==> src/rtl/sac_pkg.sv <==
// Shared constants and types for the SAR converter control block
package sac_pkg;

  // Result bus widths of the two resolution variants
  localparam int DATA_W_LO = 10;
  localparam int DATA_W_HI = 12;

  // Control clock
  localparam int CLK_HZ = 200_000_000;
  localparam int CLK_PERIOD_PS = 5000;

  // Wake-up interval after leaving sleep, least time, rounded up
  localparam int WAKE_TIME_US = 1;
  localparam int WAKE_CYC =
    (WAKE_TIME_US * 1_000_000 + CLK_PERIOD_PS - 1) / CLK_PERIOD_PS;
  localparam int WAKE_CNT_W = 8;
  localparam logic [WAKE_CNT_W-1:0] WAKE_LOAD = 8'(WAKE_CYC - 1);
  localparam logic [WAKE_CNT_W-1:0] WAKE_CNT_RST = 8'h00;

  // Conversion clock edges spent beyond one per result bit:
  // one to settle the sampled charge, one to hand the code over
  localparam int SAR_EXTRA_STEPS = 2;
  localparam int SAR_CNT_W = 4;
  localparam logic [SAR_CNT_W-1:0] SAR_CNT_RST = 4'hF;

  // Reset values of pin samplers and result bits
  localparam logic START_IDLE = 1'b1;
  localparam logic CONV_CLK_IDLE = 1'b0;
  localparam logic RESULT_RST_BIT = 1'b0;

  typedef enum logic [2:0] {
    ST_READY,
    ST_CONVERT,
    ST_FINISH,
    ST_SLEEP,
    ST_WAKE
  } sac_state_t;

endpackage : sac_pkg

==> src/rtl/sac_sar_if.sv <==
// Signals between the sequencer and the approximation register
interface sac_sar_if #(
  parameter int W = 12
) ();
  logic clear;
  logic step;
  logic cmp_hi;
  logic done;
  logic [W-1:0] trial;
  logic [W-1:0] code;

  modport sar (input clear, input step, input cmp_hi,
               output done, output trial, output code);
  modport ctl (output clear, output step, output cmp_hi,
               input done, input trial, input code);
endinterface : sac_sar_if

==> src/rtl/sac_sar.sv <==
// Successive-approximation register, one decision per conversion clock
module sac_sar #(
  parameter int W = sac_pkg::DATA_W_HI
) (
  // Clock and reset
  input wire logic ref_clk,
  input wire logic rst_n,
  // Sequencer side
  sac_sar_if.sar bus
);
  import sac_pkg::*;

  localparam logic [SAR_CNT_W-1:0] LAST_BIT = SAR_CNT_W'(W);
  localparam logic [SAR_CNT_W-1:0] HANDOVER = SAR_CNT_W'(W + 1);

  logic [SAR_CNT_W-1:0] cnt;
  logic [W-1:0] code;
  logic done;

  function automatic logic [W-1:0] bit_mask(input logic [SAR_CNT_W-1:0] c);
    logic [W-1:0] m;
    m = '0;
    for (int i = 0; i < W; i++) begin
      if (SAR_CNT_W'(W - i) == c) begin
        m[i] = 1'b1;
      end
    end
    return m;
  endfunction

  wire deciding = (cnt != '0) && (cnt <= LAST_BIT);
  wire [W-1:0] cur_mask = deciding ? bit_mask(cnt) : '0;
  // Comparator high means input is at or above the trial level, so the
  // bit is kept: plain unsigned code, transitions on whole LSBs
  wire [W-1:0] next_code = bus.cmp_hi ? code : (code & ~cur_mask);
  wire [W-1:0] trial = code | cur_mask;

  always_ff @(posedge ref_clk or negedge rst_n) begin
    if (!rst_n) begin
      cnt <= SAR_CNT_RST;
      code <= {W{RESULT_RST_BIT}};
      done <= 1'b0;
    end else if (bus.clear) begin
      cnt <= '0;
      code <= {W{RESULT_RST_BIT}};
      done <= 1'b0;
    end else begin
      done <= bus.step && (cnt == HANDOVER);
      if (bus.step && (cnt <= HANDOVER)) begin
        cnt <= cnt + 1'b1;
      end
      if (bus.step && deciding) begin
        code <= next_code | (trial & cur_mask & {W{bus.cmp_hi}});
      end
    end
  end

  assign bus.trial = trial;
  assign bus.code = code;
  assign bus.done = done;
endmodule // sac_sar

==> src/rtl/sac_bus_drv.sv <==
// Result register and three-state enable for the parallel read bus
module sac_bus_drv #(
  parameter int W = sac_pkg::DATA_W_HI
) (
  // Clock and reset
  input wire logic ref_clk,
  input wire logic rst_n,
  // Completed result
  input wire logic load,
  input wire logic [W-1:0] result,
  // Host read strobes
  input wire logic cs_n,
  input wire logic rd_n,
  // Data pins
  output logic [W-1:0] data_out,
  output logic data_oe
);
  import sac_pkg::*;

  // Held until the next completed conversion, so reads repeat
  always_ff @(posedge ref_clk or negedge rst_n) begin
    if (!rst_n) begin
      data_out <= {W{RESULT_RST_BIT}};
    end else if (load) begin
      data_out <= result;
    end
  end

  // Enable is combinational so the pins float the moment a strobe rises
  assign data_oe = !cs_n && !rd_n;
endmodule // sac_bus_drv

==> src/rtl/sac_adc_ctl.sv <==
// Conversion sequencing, sleep/wake control and parallel readout
//
// Function
// - Result bus is 10 or 12 bits.
// - Drive data only with select and read low.
// - Float data when select or read rises.
// - Result appears just before busy falls.
// - Start level at end picks operating mode.
// - Start fall while busy restarts conversion.
// - Start low when busy falls enters sleep.
// - Start rising edge wakes a sleeping device.
// - Conversion waits out the wake-up interval.
// - Busy rises only after a start fall.
// - Approximation starts on first clock after busy.
// - Start fall samples input, busy during conversion.
// - Results are straight unsigned binary.
module sac_adc_ctl #(
  parameter int DATA_W = sac_pkg::DATA_W_HI
) (
  // Clock and reset
  input wire logic ref_clk,
  input wire logic rst_n,
  // Conversion control from host
  input wire logic conversion_start_n,
  input wire logic conv_clk,
  output logic busy,
  // Parallel read bus
  input wire logic cs_n,
  input wire logic rd_n,
  output logic [DATA_W-1:0] data_out,
  output logic data_oe,
  // Analog front end
  input wire logic cmp_hi,
  output logic [DATA_W-1:0] dac_code,
  output logic hold,
  output logic sleep
);
  import sac_pkg::*;

  sac_state_t state;
  sac_state_t next_state;
  logic start_q;
  logic conv_clk_q;
  logic [WAKE_CNT_W-1:0] wake_cnt;
  logic wake_pend;

  sac_sar_if #(.W(DATA_W)) sar_bus ();

  // Edge detection on the host pins, which arrive synchronous
  wire start_fall = start_q && !conversion_start_n;
  wire start_rise = !start_q && conversion_start_n;
  wire clk_rise = !conv_clk_q && conv_clk;

  wire in_busy = (state == ST_CONVERT) || (state == ST_FINISH);
  wire wake_done = (state == ST_WAKE) && (wake_cnt == '0);

  // A fall while converting restarts; fall in ready starts at once;
  // a fall during wake-up is held until the interval is over
  wire restart = in_busy && start_fall;
  wire go_ready = (state == ST_READY) && start_fall;
  wire go_wake = wake_done && (wake_pend || start_fall);
  wire launch = go_ready || go_wake || restart;

  // Clock edges count only once busy is already high, so the edge that
  // coincides with the start never becomes a decision
  wire sar_step = clk_rise && (state == ST_CONVERT) && !restart;

  always_comb begin
    next_state = state;
    case (state)
      ST_READY: begin
        if (go_ready) begin
          next_state = ST_CONVERT;
        end
      end
      ST_CONVERT: begin
        if (restart) begin
          next_state = ST_CONVERT;
        end else if (sar_bus.done) begin
          next_state = ST_FINISH;
        end
      end
      ST_FINISH: begin
        if (restart) begin
          next_state = ST_CONVERT;
        end else if (conversion_start_n) begin
          next_state = ST_READY;
        end else begin
          next_state = ST_SLEEP;
        end
      end
      ST_SLEEP: begin
        if (start_rise) begin
          next_state = ST_WAKE;
        end
      end
      ST_WAKE: begin
        if (go_wake) begin
          next_state = ST_CONVERT;
        end else if (wake_done) begin
          next_state = ST_READY;
        end
      end
      default: begin
        next_state = ST_READY;
      end
    endcase
  end

  always_ff @(posedge ref_clk or negedge rst_n) begin
    if (!rst_n) begin
      state <= ST_READY;
      start_q <= START_IDLE;
      conv_clk_q <= CONV_CLK_IDLE;
    end else begin
      state <= next_state;
      start_q <= conversion_start_n;
      conv_clk_q <= conv_clk;
    end
  end

  // Wake-up timer loads on the waking edge and runs down to zero
  always_ff @(posedge ref_clk or negedge rst_n) begin
    if (!rst_n) begin
      wake_cnt <= WAKE_CNT_RST;
    end else if ((state == ST_SLEEP) && start_rise) begin
      wake_cnt <= WAKE_LOAD;
    end else if ((state == ST_WAKE) && (wake_cnt != '0)) begin
      wake_cnt <= wake_cnt - 1'b1;
    end
  end

  // A start fall during wake-up is remembered; a fall in the very
  // cycle the timer ends is taken directly by go_wake
  always_ff @(posedge ref_clk or negedge rst_n) begin
    if (!rst_n) begin
      wake_pend <= 1'b0;
    end else if ((state == ST_WAKE) && start_fall && !wake_done) begin
      wake_pend <= 1'b1;
    end else if (state != ST_WAKE) begin
      wake_pend <= 1'b0;
    end
  end

  assign sar_bus.clear = launch;
  assign sar_bus.step = sar_step;
  assign sar_bus.cmp_hi = cmp_hi;

  sac_sar #(.W(DATA_W)) u_sar (
    .ref_clk(ref_clk),
    .rst_n(rst_n),
    .bus(sar_bus.sar)
  );

  // The result loads on done while busy stays high through the finish
  // state, so the bus shows the new code one cycle before busy falls
  sac_bus_drv #(.W(DATA_W)) u_drv (
    .ref_clk(ref_clk),
    .rst_n(rst_n),
    .load(sar_bus.done),
    .result(sar_bus.code),
    .cs_n(cs_n),
    .rd_n(rd_n),
    .data_out(data_out),
    .data_oe(data_oe)
  );

  // Busy also holds the track/hold; the front end must not be disturbed
  // by bus activity then, which is left to the host
  assign busy = in_busy;
  assign hold = in_busy;
  assign sleep = (state == ST_SLEEP);
  assign dac_code = sar_bus.trial;

  // Helper logic for the checks below
  logic [WAKE_CNT_W:0] wake_age;
  logic [SAR_CNT_W-1:0] step_seen;

  always_ff @(posedge ref_clk or negedge rst_n) begin
    if (!rst_n) begin
      wake_age <= '0;
    end else if (state == ST_WAKE) begin
      wake_age <= wake_age + 1'b1;
    end else begin
      wake_age <= '0;
    end
  end

  always_ff @(posedge ref_clk or negedge rst_n) begin
    if (!rst_n) begin
      step_seen <= '0;
    end else if (launch) begin
      step_seen <= '0;
    end else if (sar_step) begin
      step_seen <= step_seen + 1'b1;
    end
  end

  localparam logic [WAKE_CNT_W:0] WAKE_AGE_END = 9'(WAKE_CYC);
  localparam logic [SAR_CNT_W-1:0] STEPS_PER_CONV =
    SAR_CNT_W'(DATA_W + SAR_EXTRA_STEPS);
endmodule // sac_adc_ctl

==> config.mk <==
export PLATFORM = sky130hd
export DESIGN_NAME = sac_adc_ctl
export DESIGN_NICKNAME = d
export VERILOG_FILES = /design/src/rtl/sac_pkg.sv /design/src/rtl/sac_sar_if.sv /design/src/rtl/sac_sar.sv /design/src/rtl/sac_bus_drv.sv /design/src/rtl/sac_adc_ctl.sv
export SDC_FILE = /design/constraint.sdc
export NUM_CORES = 1
export LEC_CHECK = 0
export BUFFER_PORTS_ARGS = -buffer_cell sky130_fd_sc_hd__buf_2
export CAP_MARGIN = 20
export CORE_MARGIN = 3
export CORE_UTILIZATION = 45
export DETAILED_ROUTE_END_ITERATION = 10
export HOLD_SLACK_MARGIN = 0.06
export PLACE_DENSITY_LB_ADDON = 0.2
export SYNTH_ARGS = -nofsm -noshare
export SYNTH_HDL_FRONTEND = slang
export SYNTH_SLANG_ARGS = --single-unit
==> constraint.sdc <==
create_clock -name ref_clk -period 1.78 [get_ports ref_clk]
set_input_delay 0.178 -clock ref_clk [delete_from_list [all_inputs] [get_ports ref_clk]]
set_output_delay 0.178 -clock ref_clk [all_outputs]
set_load 0.1 [all_outputs]
Yosys cells after proc, flatten, opt, wreduce, memory -nomap -nowiden
Cells that the tools add are included.
{"block": "word_totals", "inputBits": 7, "register_bits": 43}
{"block": "classes", "order_cmp": 2, "n_addsub": 2, "muxes": 32, "eq_ne": 22, "reduce_logical": 38, "bitwise": 6}
{"op": "$mux W12", "count": 4}
{"op": "$and A12 B12 Y12", "count": 3}
{"op": "$or A12 B12 Y12", "count": 2}
{"op": "$eq A4 B4 Y1 const A", "count": 5}
{"op": "$logic_and A1 B1 Y1", "count": 18}
{"op": "$mux W3", "count": 6}
{"op": "$eq A3 B4 Y1 const A", "count": 4}
{"op": "$mux W8", "count": 2}
{"op": "$mux W1", "count": 15}
{"op": "$pmux W3 S5", "count": 1}
{"op": "$not A12 Y12", "count": 1}
{"op": "$eq A2 B4 Y1 const A", "count": 2}
{"op": "$le A4 B4 Y1 const B", "count": 2}
{"op": "$logic_not A8 Y1", "count": 1}
{"op": "$mux W4", "count": 2}
{"op": "$reduce_bool A2 Y1", "count": 4}
{"op": "$reduce_bool A8 Y1", "count": 1}
{"op": "$sub A8 B1 Y8 const B", "count": 1}
{"op": "$logic_not A1 Y1", "count": 7}
{"op": "$eq A3 B2 Y1 const B", "count": 2}
{"op": "$ne A3 B3 Y1 const B", "count": 2}
{"op": "$add A4 B1 Y4 const B", "count": 1}
{"op": "$eq A1 B4 Y1 const A", "count": 1}
{"op": "$eq A4 B4 Y1 const B", "count": 1}
{"op": "10 further kinds", "count": 14}

Depth between registers and ports, before layout
Gate-level depths: netlist (run 1).
{"block": "depth", "word_depth": 9, "depth_mapped": 7, "ltp_nobuf": 6}

Modules after synthesis
A second synthesis (run 1) with hierarchy kept.
{"block": "hier_totals", "cells_unflattened": 220, "area_unflattened_um2": 2383.5}
{"module": "sac_sar", "n_inst": 1, "cells_per_inst": 101, "area_each_um2": 1036.0}
{"module": "sac_adc_ctl", "n_inst": 1, "cells_per_inst": 93, "area_each_um2": 859.6}
{"module": "sac_bus_drv", "n_inst": 1, "cells_per_inst": 26, "area_each_um2": 488.0}

Worst setup path after synthesis (run 1)
No wires, ideal clock.
{"block": "synth_path", "path_type": "register -> output", "from": "register state[1]", "to": "output port hold", "path_stages_with_launch": 5, "arrival_time_ns": 2.568, "t_required_ns": 1.602, "setup_slack_ns": -0.966, "path_cell_list": "dfrtp_1 > clkbuf_1 > xnor2_1 > nor2_1 > buf_4"}
{"block": "synth_via", "elab_chain_len": 2}
{"element": "from (decl)", "line_no": "sac_adc_ctl.sv:40", "rtl": "sac_state_t state;"}
{"element": "from (signal assigned)", "line_no": "sac_adc_ctl.sv:116", "rtl": "state <= next_state;"}
{"element": "$eq A3 B1 Y1 / $eq A3 B2 Y1 (equally long branches)", "line_no": "sac_adc_ctl.sv:54", "rtl": "wire in_busy = (state == ST_CONVERT) || (state == ST_FINISH);"}
{"element": "$logic_or A1 B1 Y1 (*)", "line_no": "sac_adc_ctl.sv:54"}
{"element": "to (decl)", "line_no": "sac_adc_ctl.sv:35", "rtl": "output logic hold,"}
Every way passes the cells marked *; elsewhere a longest branch is shown, timed or not.

Final worst setup path (run 1)
{"block": "layout_path", "from": "register u_sar.cnt[1]", "to": "output port dac_code[11]"}
{"block": "layout_via", "elab_chain_len": 4}
{"element": "from (decl)", "line_no": "sac_sar.sv:16", "rtl": "logic [SAR_CNT_W-1:0] cnt;"}
{"element": "from (signal assigned)", "line_no": "sac_sar.sv:50", "rtl": "cnt <= cnt + 1'b1;"}
{"element": "$le A4 B4 Y1, or another cell as far along", "line_no": "sac_sar.sv:31", "rtl": "wire deciding = (cnt != '0) && (cnt <= LAST_BIT);"}
{"element": "$logic_and A1 B1 Y1 / $mux W1 (equally long branches)", "line_no": "sac_sar.sv:31, sac_sar.sv:24"}
{"element": "$mux W12 (*)", "line_no": "sac_sar.sv:32", "rtl": "wire [W-1:0] cur_mask = deciding ? bit_mask(cnt) : '0;"}
{"element": "$or A12 B12 Y12 (*)", "line_no": "sac_sar.sv:36", "rtl": "wire [W-1:0] trial = code | cur_mask;"}
{"element": "to (decl)", "line_no": "sac_adc_ctl.sv:34", "rtl": "output logic [DATA_W-1:0] dac_code,"}
Marked as above.

==> flow_summary_export.csv, run 1 <==
group,metric,value,unit
status,status,"finished with violations",
status,violations,"negative setup slack",
timing,period_share,103,%
die,placementRows,25,
worst_hold_path,holdPathEnd,"u_sar.bus.code[4]",
timing,rsz0062_at_grt,"yes",
power,p_leak,1.50,nW
synthesis,synthTopCellsByCount,"dfrtp_1, a21oi_1, o21ai_0",
global_route,track_usage,20.0,%
setup_path,end_kind,"primary output",
die,initial_core_util,47.1,%
synthesis,seq_area_frac_synth,48.4,%
synthesis,synth_area_leaders,"dfrtp_1, mux2_2, dfstp_2, ha_1, a21o_1",
timing,drv_slew,0,
timing,period_minus_slack,1.84,ns
timing,max_freq,544,MHz
die,die_h,76.5,um
synthesis,synthArstFlopShare,100,%
cells_and_area,layout.nets,306,
synthesis,synth.most_common_cell,"dfrtp_1",
synthesis,syn-mean-instance-area,10.4,sq um
synthesis,synth_nets,230,
cts,htreeDepth,2,
detailed_routing,routed_wl,5810,um
setup_path,critPathMaxFanout,4,
synthesis,synth_compound_area_share,16.4,%
timing,slew_headroom,67.2,%
cts,clk_pin_slew_worst_paths,0.08,ns
setup_path,cp_slowest_cell,"dfstp_2",
synthesis,synthesis.instances,216,
setup_path,reg2reg_depth,6,
synthesis,muxShareOfSynthArea,6.93,%
cts,clkLatencyLatePin,0.30,ns
power,max-vdd-ir-drop,427,uV
cts,clk_path_buf_depth,2,
cells_and_area,area_delta_synth_final,47.8,%
cts,cts_buffers,5,
timing,max_slew.worst_pin.slew,0.492,ns
timing,setup_viol,6,
global_route,grt_max_degree,25,
cts,clock_sinks,43,
cells_and_area,diodes,0,
timing,post-route-worst-setup-slack,-0.0578,ns
placement,port_buffers,34,
worst_hold_path,min_from,"cmp_hi",
die,core,4750,sq um
placement,gp_congestion,0.850,
synthesis,synth_seq_cells,43,
cells_and_area,nFillCells,359,
detailed_routing,final_antenna_net_count,0,
setup_path,cp.required,1.60,ns
power,powerDensity,586,nW/um^2
setup_path,crit_family,"flip-flops",
setup_path,worstSetupPathType,"reg -> out",
detailed_routing,vias,1991,
die,die_x,76.5,um
worst_hold_path,holdPathStages,3,
detailed_routing,remaining_drc_errors,0,
synthesis,synth_simple_gate_area_share,18.2,%
synthesis,synthDistinctLibCells,44,
timing,fin_tns_setup,-0.268,ns
timing,whs,0.264,ns
placement,dp.cells,335,
cells_and_area,fin_cells,360,
synthesis,ys.flop_type,"dfrtp_1",
detailed_routing,vias_per_cell,5.53,
cts,ctsRootBufferMaster,"clkbuf_8",
flow_run,maxCapViolCount,0,
cts,cts_tree,"built",
detailed_routing,firstDrtPassIters,4,
worst_hold_path,min_path_type,"in -> reg",
timing,final_hold_viol_count,0,
timing,clock-skew-final,0.00692,ns
die,die-area,5860,sq um
setup_path,path_buf_inv,2,
cells_and_area,drive_above_1_share,43.7,%
placement,post_dp_cell_area,2910,sq um
global_route,grt.overflow.total,0,
synthesis,synth-adder-area-share,3.91,%
setup_path,cp.arrival,1.66,ns
setup_path,reg2reg_to,"u_sar.cnt[3]",
synthesis,synth_edf_count,0,
synthesis,synth_top_cell_by_area,"dfrtp_1",
setup_path,crit_path_start_kind,"flip-flop",
global_route,grt_pass1_vias,1952,
global_route,antenna_found_initial,0,
synthesis,ys_warn_count,0,
cells_and_area,stdcell_area,3310,sq um
placement,dp_hpwl,3880,um
global_route,grt_pass1_wl,9520,um
detailed_routing,wl_per_cell,16.1,um
setup_path,slowest_delay,0.55,ns
setup_path,rr_startpoint,"u_sar.cnt[0]",
die,ioPinCount,35,
synthesis,netlist_area,2240,sq um
synthesis,yosysTopAreaCellShare,42.5,%
placement,post-place-ws,-0.00813,ns
synthesis,synthXorXnorAreaFrac,2.35,%
setup_path,regToRegSetupSlack,-0.01,ns
synthesis,synth_top_family_by_area,"simple AND/OR/NAND/NOR gates",
setup_path,worstPathCellList,"inv_2 -> ha_4 -> nor3_4 -> a21o_4 -> buf_12",
detailed_routing,drt_iter0_drc,164,
-- layer usage --
metal | up-vias | global-route usage (%) | share of wire [%] | wire (um)
met5 | - | 0 | 0 | 0
met4 | 0 | 5.62 | 2.1 | 122
met3 | 16 | 3.90 | 5.6 | 326
met2 | 75 | 31.3 | 49 | 2830
met1 | 960 | 28.2 | 44 | 2530
li1 | 940 | - | - | -
-- report_power, final --
part | switching [mW] | internal, mW | total [mW]
Clock | 0.332 | 0.561 | 0.893
Sequential | 0.00202 | 0.980 | 0.982
Combinational | 0.0436 | 0.0196 | 0.0633
Total | 0.378 | 1.56 | 1.94
-- repair_timing --
action	4_1_cts	5_1_grt
endpoints found under the hold margin	17	0
endpoints found under the setup margin	15	34
resized for setup	13	21
pin swaps	9	14
setup buffers	9	6
hold buffers	3	0
-- logic make-up (layout without fill, tap and decap cells) --
kind of cell	Yosys count	after routing
XOR/XNOR	6	6
adder cells (fa/ha/maj)	7	7
multiplexers	14	14
AO/OA/AOI/OAI	56	56
AND/OR/NAND/NOR	69	69
buffers and inverters	21	98
flip-flops	43	43
-- how the worst max path moves through the flow --
stage                       startpoint      endpoint  slack [ns]  cells past startpoint
after floorplan               state[1]          hold       -0.13                      4
after global placement     wake_cnt[0]   wake_cnt[0]        0.04                      7
after detailed placement  u_sar.cnt[0]  u_sar.cnt[3]      -0.008                      5
after CTS                 u_sar.cnt[0]  dac_code[11]       -0.08                      5
after global routing      u_sar.cnt[1]   dac_code[9]       -0.12                      5
final                     u_sar.cnt[1]  dac_code[11]       -0.06                      5
-- flip-flops by register name, summed over array words and instances (netlist names) --
name and count:
u_sar.bus.code 12, u_sar.cnt 4, u_drv.data_out 12, conv_clk_q 1, u_sar.bus.done 1, state 3
start_q 1, wake_pend 1, wake_cnt 8
-- cells in the final DEF (no fill, tap or decap), types with 3 or more instances in the layout --
| cell | synthesis | final |
|---|---|---|
| nand4_1 | 8 | 8 |
| buf_2 | 3 | 19 |
| dfrtp_1 | 38 | 38 |
| o21ai_0 | 14 | 10 |
| xor2_1 | 4 | 4 |
| inv_2 | 0 | 4 |
| nand3_1 | 12 | 12 |
| inv_1 | 12 | 8 |
| a21oi_1 | 16 | 15 |
| a21o_1 | 11 | 8 |
| buf_6 | 0 | 4 |
| clkbuf_8 | 0 | 5 |
| nand2_1 | 13 | 12 |
| o21ai_1 | 0 | 4 |
| o211ai_1 | 3 | 3 |
| a21o_4 | 0 | 3 |
| and4_1 | 3 | 3 |
| nor2_1 | 7 | 6 |
| nor3_1 | 4 | 3 |
| dlygate4sd3_1 | 0 | 3 |
| buf_4 | 1 | 36 |
| mux2_2 | 12 | 12 |
| nor2b_1 | 5 | 4 |
| dfstp_2 | 5 | 5 |
| ha_4 | 0 | 4 |
| buf_12 | 0 | 14 |
-- stage by stage --
step | power (mW) | util [%]
after floorplan | 1.02 | -
after global placement | 1.06 | 61.1
after detailed placement | 1.06 | 61.1
after CTS | 1.94 | 66.6
after global routing | 2.00 | 69.6
final | 1.94 | 69.6
-- final cells by class --
| type | instances | area [sq um] | area share (%) |
|---|---|---|---|
| Clock buffer | 6 | 72.6 | 2.19 |
| Clock inverter | 2 | 60.1 | 1.82 |
| Inverter | 12 | 45.0 | 1.36 |
| Multi-Input combinational cell | 152 | 1230 | 37.1 |
| Sequential cell | 43 | 1080 | 32.7 |
| Tap cell | 67 | 83.8 | 2.53 |
| Timing Repair Buffer | 78 | 736 | 22.2 |
-- worst register-to-register path, stage by stage, from the launching register on --
cell and delay, ns:
dfstp_2 0.55, buf_4 0.14, ha_4 0.14, nand4bb_4 0.14, nand4_1 0.19, or3_4 0.42
a21oi_2 0.13
Power figures use the tool's default switching activity.
==> run 2: changes to the inputs <==
--- a/config.mk
+++ b/config.mk
@@ -12,6 +12,7 @@
 export DETAILED_ROUTE_END_ITERATION = 10
 export HOLD_SLACK_MARGIN = 0.06
 export PLACE_DENSITY_LB_ADDON = 0.2
+export RECOVER_POWER = 25
 export SYNTH_ARGS = -nofsm -noshare
 export SYNTH_HDL_FRONTEND = slang
 export SYNTH_SLANG_ARGS = --single-unit
==> constraint.sdc (replaced) <==
create_clock -name ref_clk -period 1.78 [get_ports ref_clk]
set_input_delay 0.089 -clock ref_clk [delete_from_list [all_inputs] [get_ports ref_clk]]
set_output_delay 0.089 -clock ref_clk [all_outputs]
set_load 0.1 [all_outputs]
==> run 2 against run 1 <==
  * The run still ends with negative setup slack left
  * Cell count grew 0.28%
  * Via count increased by 2.2%
  * Critical path depth up 3
  * Hold slack got worse by 0.10 ns
  * Clock power down 17%
  * Combinational power shrank 4.4%
  * Critical path type is now reg -> reg
  * Sequential cell count stayed put
  * Wire length up 2.3%
  * Non-clock buffer count increased by 2
  * Fmax up 2.4%
  * Clock skew decreased by 0.0012 ns
  * Sequential share of layout area rose by 0.48 points
==> flow_summary_export.csv, run 2 (synthesis results as in run 1) <==
group,metric,value,unit
cells_and_area,diodes,0,
setup_path,end_kind,"flip-flop",
detailed_routing,dr.max_layer_used,"met4",
power,p_int,1.41,mW
setup_path,cp.required,2.01,ns
timing,max_slew.worst_pin.slew,1.27,ns
timing,slew_headroom,15.0,%
cells_and_area,fin_cells,361,
power,switchingPower,376,uW
power,powerDensity,547,nW/um^2
timing,period_minus_slack,1.79,ns
power,p_clk_share,41.6,%
placement,dp.cells,334,
cts,cts_tree,"built",
timing,clock-skew-final,0.00571,ns
cts,htreeDepth,2,
worst_hold_path,min_path_type,"in -> reg",
setup_path,cp.arrival,2.02,ns
detailed_routing,wl_per_cell,16.5,um
power,finalPower,1.78,mW
detailed_routing,final_antenna_net_count,0,
placement,port_buffers,34,
placement,gp_congestion,0.863,
global_route,antenna_found_initial,0,
detailed_routing,wl_met1,2600,um
cells_and_area,layout_commonest_cell,"buf_4",
cts,clk_pin_slew_worst_paths,0.08,ns
cts,clkLatencyLatePin,0.30,ns
status,violations,"negative setup slack",
setup_path,worstPathCellList,"inv_4 -> buf_4 -> ha_2 -> nand4bb_1 -> nand4_1 -> buf_4 -> nand2_2 -> o21ai_2",
global_route,track_usage,20.4,%
die,initial_core_util,47.1,%
cells_and_area,multi_input_area,1220,sq um
power,p_leak,1.49,nW
setup_path,slowest_delay,0.59,ns
die,die-area,5860,sq um
setup_path,crit_path_end,"u_sar.cnt[0]",
cts,cts_buffers,5,
setup_path,reg2reg_to,"u_sar.cnt[0]",
cells_and_area,final-seq-area,1080,sq um
setup_path,cp_slowest_cell,"dfstp_2",
global_route,grt_pass1_wl,9530,um
detailed_routing,firstDrtPassIters,5,
power,p_sw_share,21.0,%
die,die_h,76.5,um
die,core,4750,sq um
global_route,grt_max_degree,24,
timing,drv_slew,0,
detailed_routing,met2_length,2800,um
setup_path,rr_startpoint,"u_sar.cnt[1]",
detailed_routing,vias_per_cell,5.64,
detailed_routing,vias,2035,
timing,final_hold_viol_count,0,
global_route,grt_pass1_vias,1967,
cts,clk_path_buf_depth,2,
cts,ctsRootBufferMaster,"clkbuf_8",
flow_run,maxCapViolCount,0,
cells_and_area,nFillCells,355,
global_route,grt.overflow.total,0,
die,ioPinCount,35,
setup_path,worstSetupPathType,"reg -> reg",
die,die_x,76.5,um
placement,dp_hpwl,3810,um
detailed_routing,drt_iter0_drc,147,
power,combPwrFrac,3.4,%
setup_path,regToRegSetupSlack,-0.01,ns
cells_and_area,drive_above_1_share,43.9,%
cells_and_area,stdcell_area,3260,sq um
cells_and_area,layout.nets,308,
cells_and_area,area_delta_synth_final,45.8,%
setup_path,crit_path_start_kind,"flip-flop",
timing,rsz0062_at_grt,"yes",
power,max-vdd-ir-drop,456,uV
detailed_routing,dr_wl_met3,367,um
status,status,"finished with violations",
detailed_routing,remaining_drc_errors,0,
cts,clock_sinks,43,
timing,setup_viol,7,
placement,post_dp_cell_area,2880,sq um
cells_and_area,final_cell_mix,"buf_4, dfrtp_1, buf_2",
timing,post-route-worst-setup-slack,-0.0143,ns
setup_path,startpoint,"u_sar.cnt[1]",
setup_path,critPathMaxFanout,4,
cells_and_area,top_regs,"u_drv.data_out (12), u_sar.bus.code (12), wake_cnt (8)",
setup_path,reg2reg_depth,8,
detailed_routing,routed_wl,5940,um
timing,max_freq,557,MHz
timing,period_share,101,%
die,placementRows,25,
setup_path,cpMostUsedCell,"buf_4",
power,share_seq_of_total_power,55.0,%
[run 2: cell count changes in the layout (fill, tap and decap cells not counted), moves of 2 or more]
cell / change
buf_4: +2
clkbuf_1: +2
o21ai_0: +2
o21ai_1: -4
o21ai_2: +2
[run 2: worst min-delay path by stage]
stage / startpoint / endpoint / slack [ns] / cells after the start
3_3_place_gp: rst_n / wake_cnt[3] / 0.10 / 1
5_1_grt: cmp_hi / u_sar.bus.code[8] / 0.16 / 3
2_1_floorplan: rst_n / conv_clk_q / -0.21 / 0
6_report: cmp_hi / u_sar.bus.code[1] / 0.16 / 3
4_1_cts: cmp_hi / u_sar.bus.code[8] / 0.14 / 3
3_5_place_dp: rst_n / wake_cnt[3] / 0.1 / 1
[run 2: final cells by class]
type	instances	share of cell area, %
repair buffers	80	22.4
flip-flops and latches	43	33.2
clock buffers	6	2.22
inverters	12	1.46
well taps	67	2.57
clock inverters	1	0.920
multi-input cells	152	37.3
[run 2: repair_timing]
action,4_1_cts,5_1_grt
buffers inserted,11,7
endpoints found under the hold margin,20,0
resized for setup,12,23
pin swaps,10,16
setup endpoints to repair,10,26
hold buffers,3,0
[run 2: per-layer routing]
metal | vias up | GRT usage [%]
met1 | 987 | 28.3
met5 | - | 0
met4 | 0 | 8.70
met2 | 88 | 30.8
met3 | 20 | 4.61
li1 | 940 | -
[run 2: power by group through the flow]
stage	registers, mW	clock network [mW]	logic (mW)
after detailed placement	1.00	0	0.0571
final	0.981	0.743	0.0605
after CTS	0.981	0.760	0.0621
after global routing	0.982	0.820	0.0682
after global placement	1.00	0	0.0566
after floorplan	1.00	0	0.0189
[run 2: worst max-delay path, delay by kind of cell (launching register included)]
kind | cells | cell delay (ns)
and+or+nand+nor | 3 | 0.46
buffers and inverters | 3 | 0.37
AOI/OAI and AO/OA | 1 | 0.14
DFF | 1 | 0.59
adders and majority gates | 1 | 0.16
[run 2: metrics by stage]
stage                     setup TNS [ns]  worst slack (ns)  hold slack (ns)  util, %
after global routing              -0.845           -0.0817            0.157     68.7
after detailed placement         -0.0161           -0.0161           0.0964     60.5
after global placement                 0            0.0522            0.100     60.5
after CTS                        -0.0650           -0.0218            0.144     65.7
final                            -0.0414           -0.0143            0.162     68.7
after floorplan                  -0.0446           -0.0446           -0.207        -
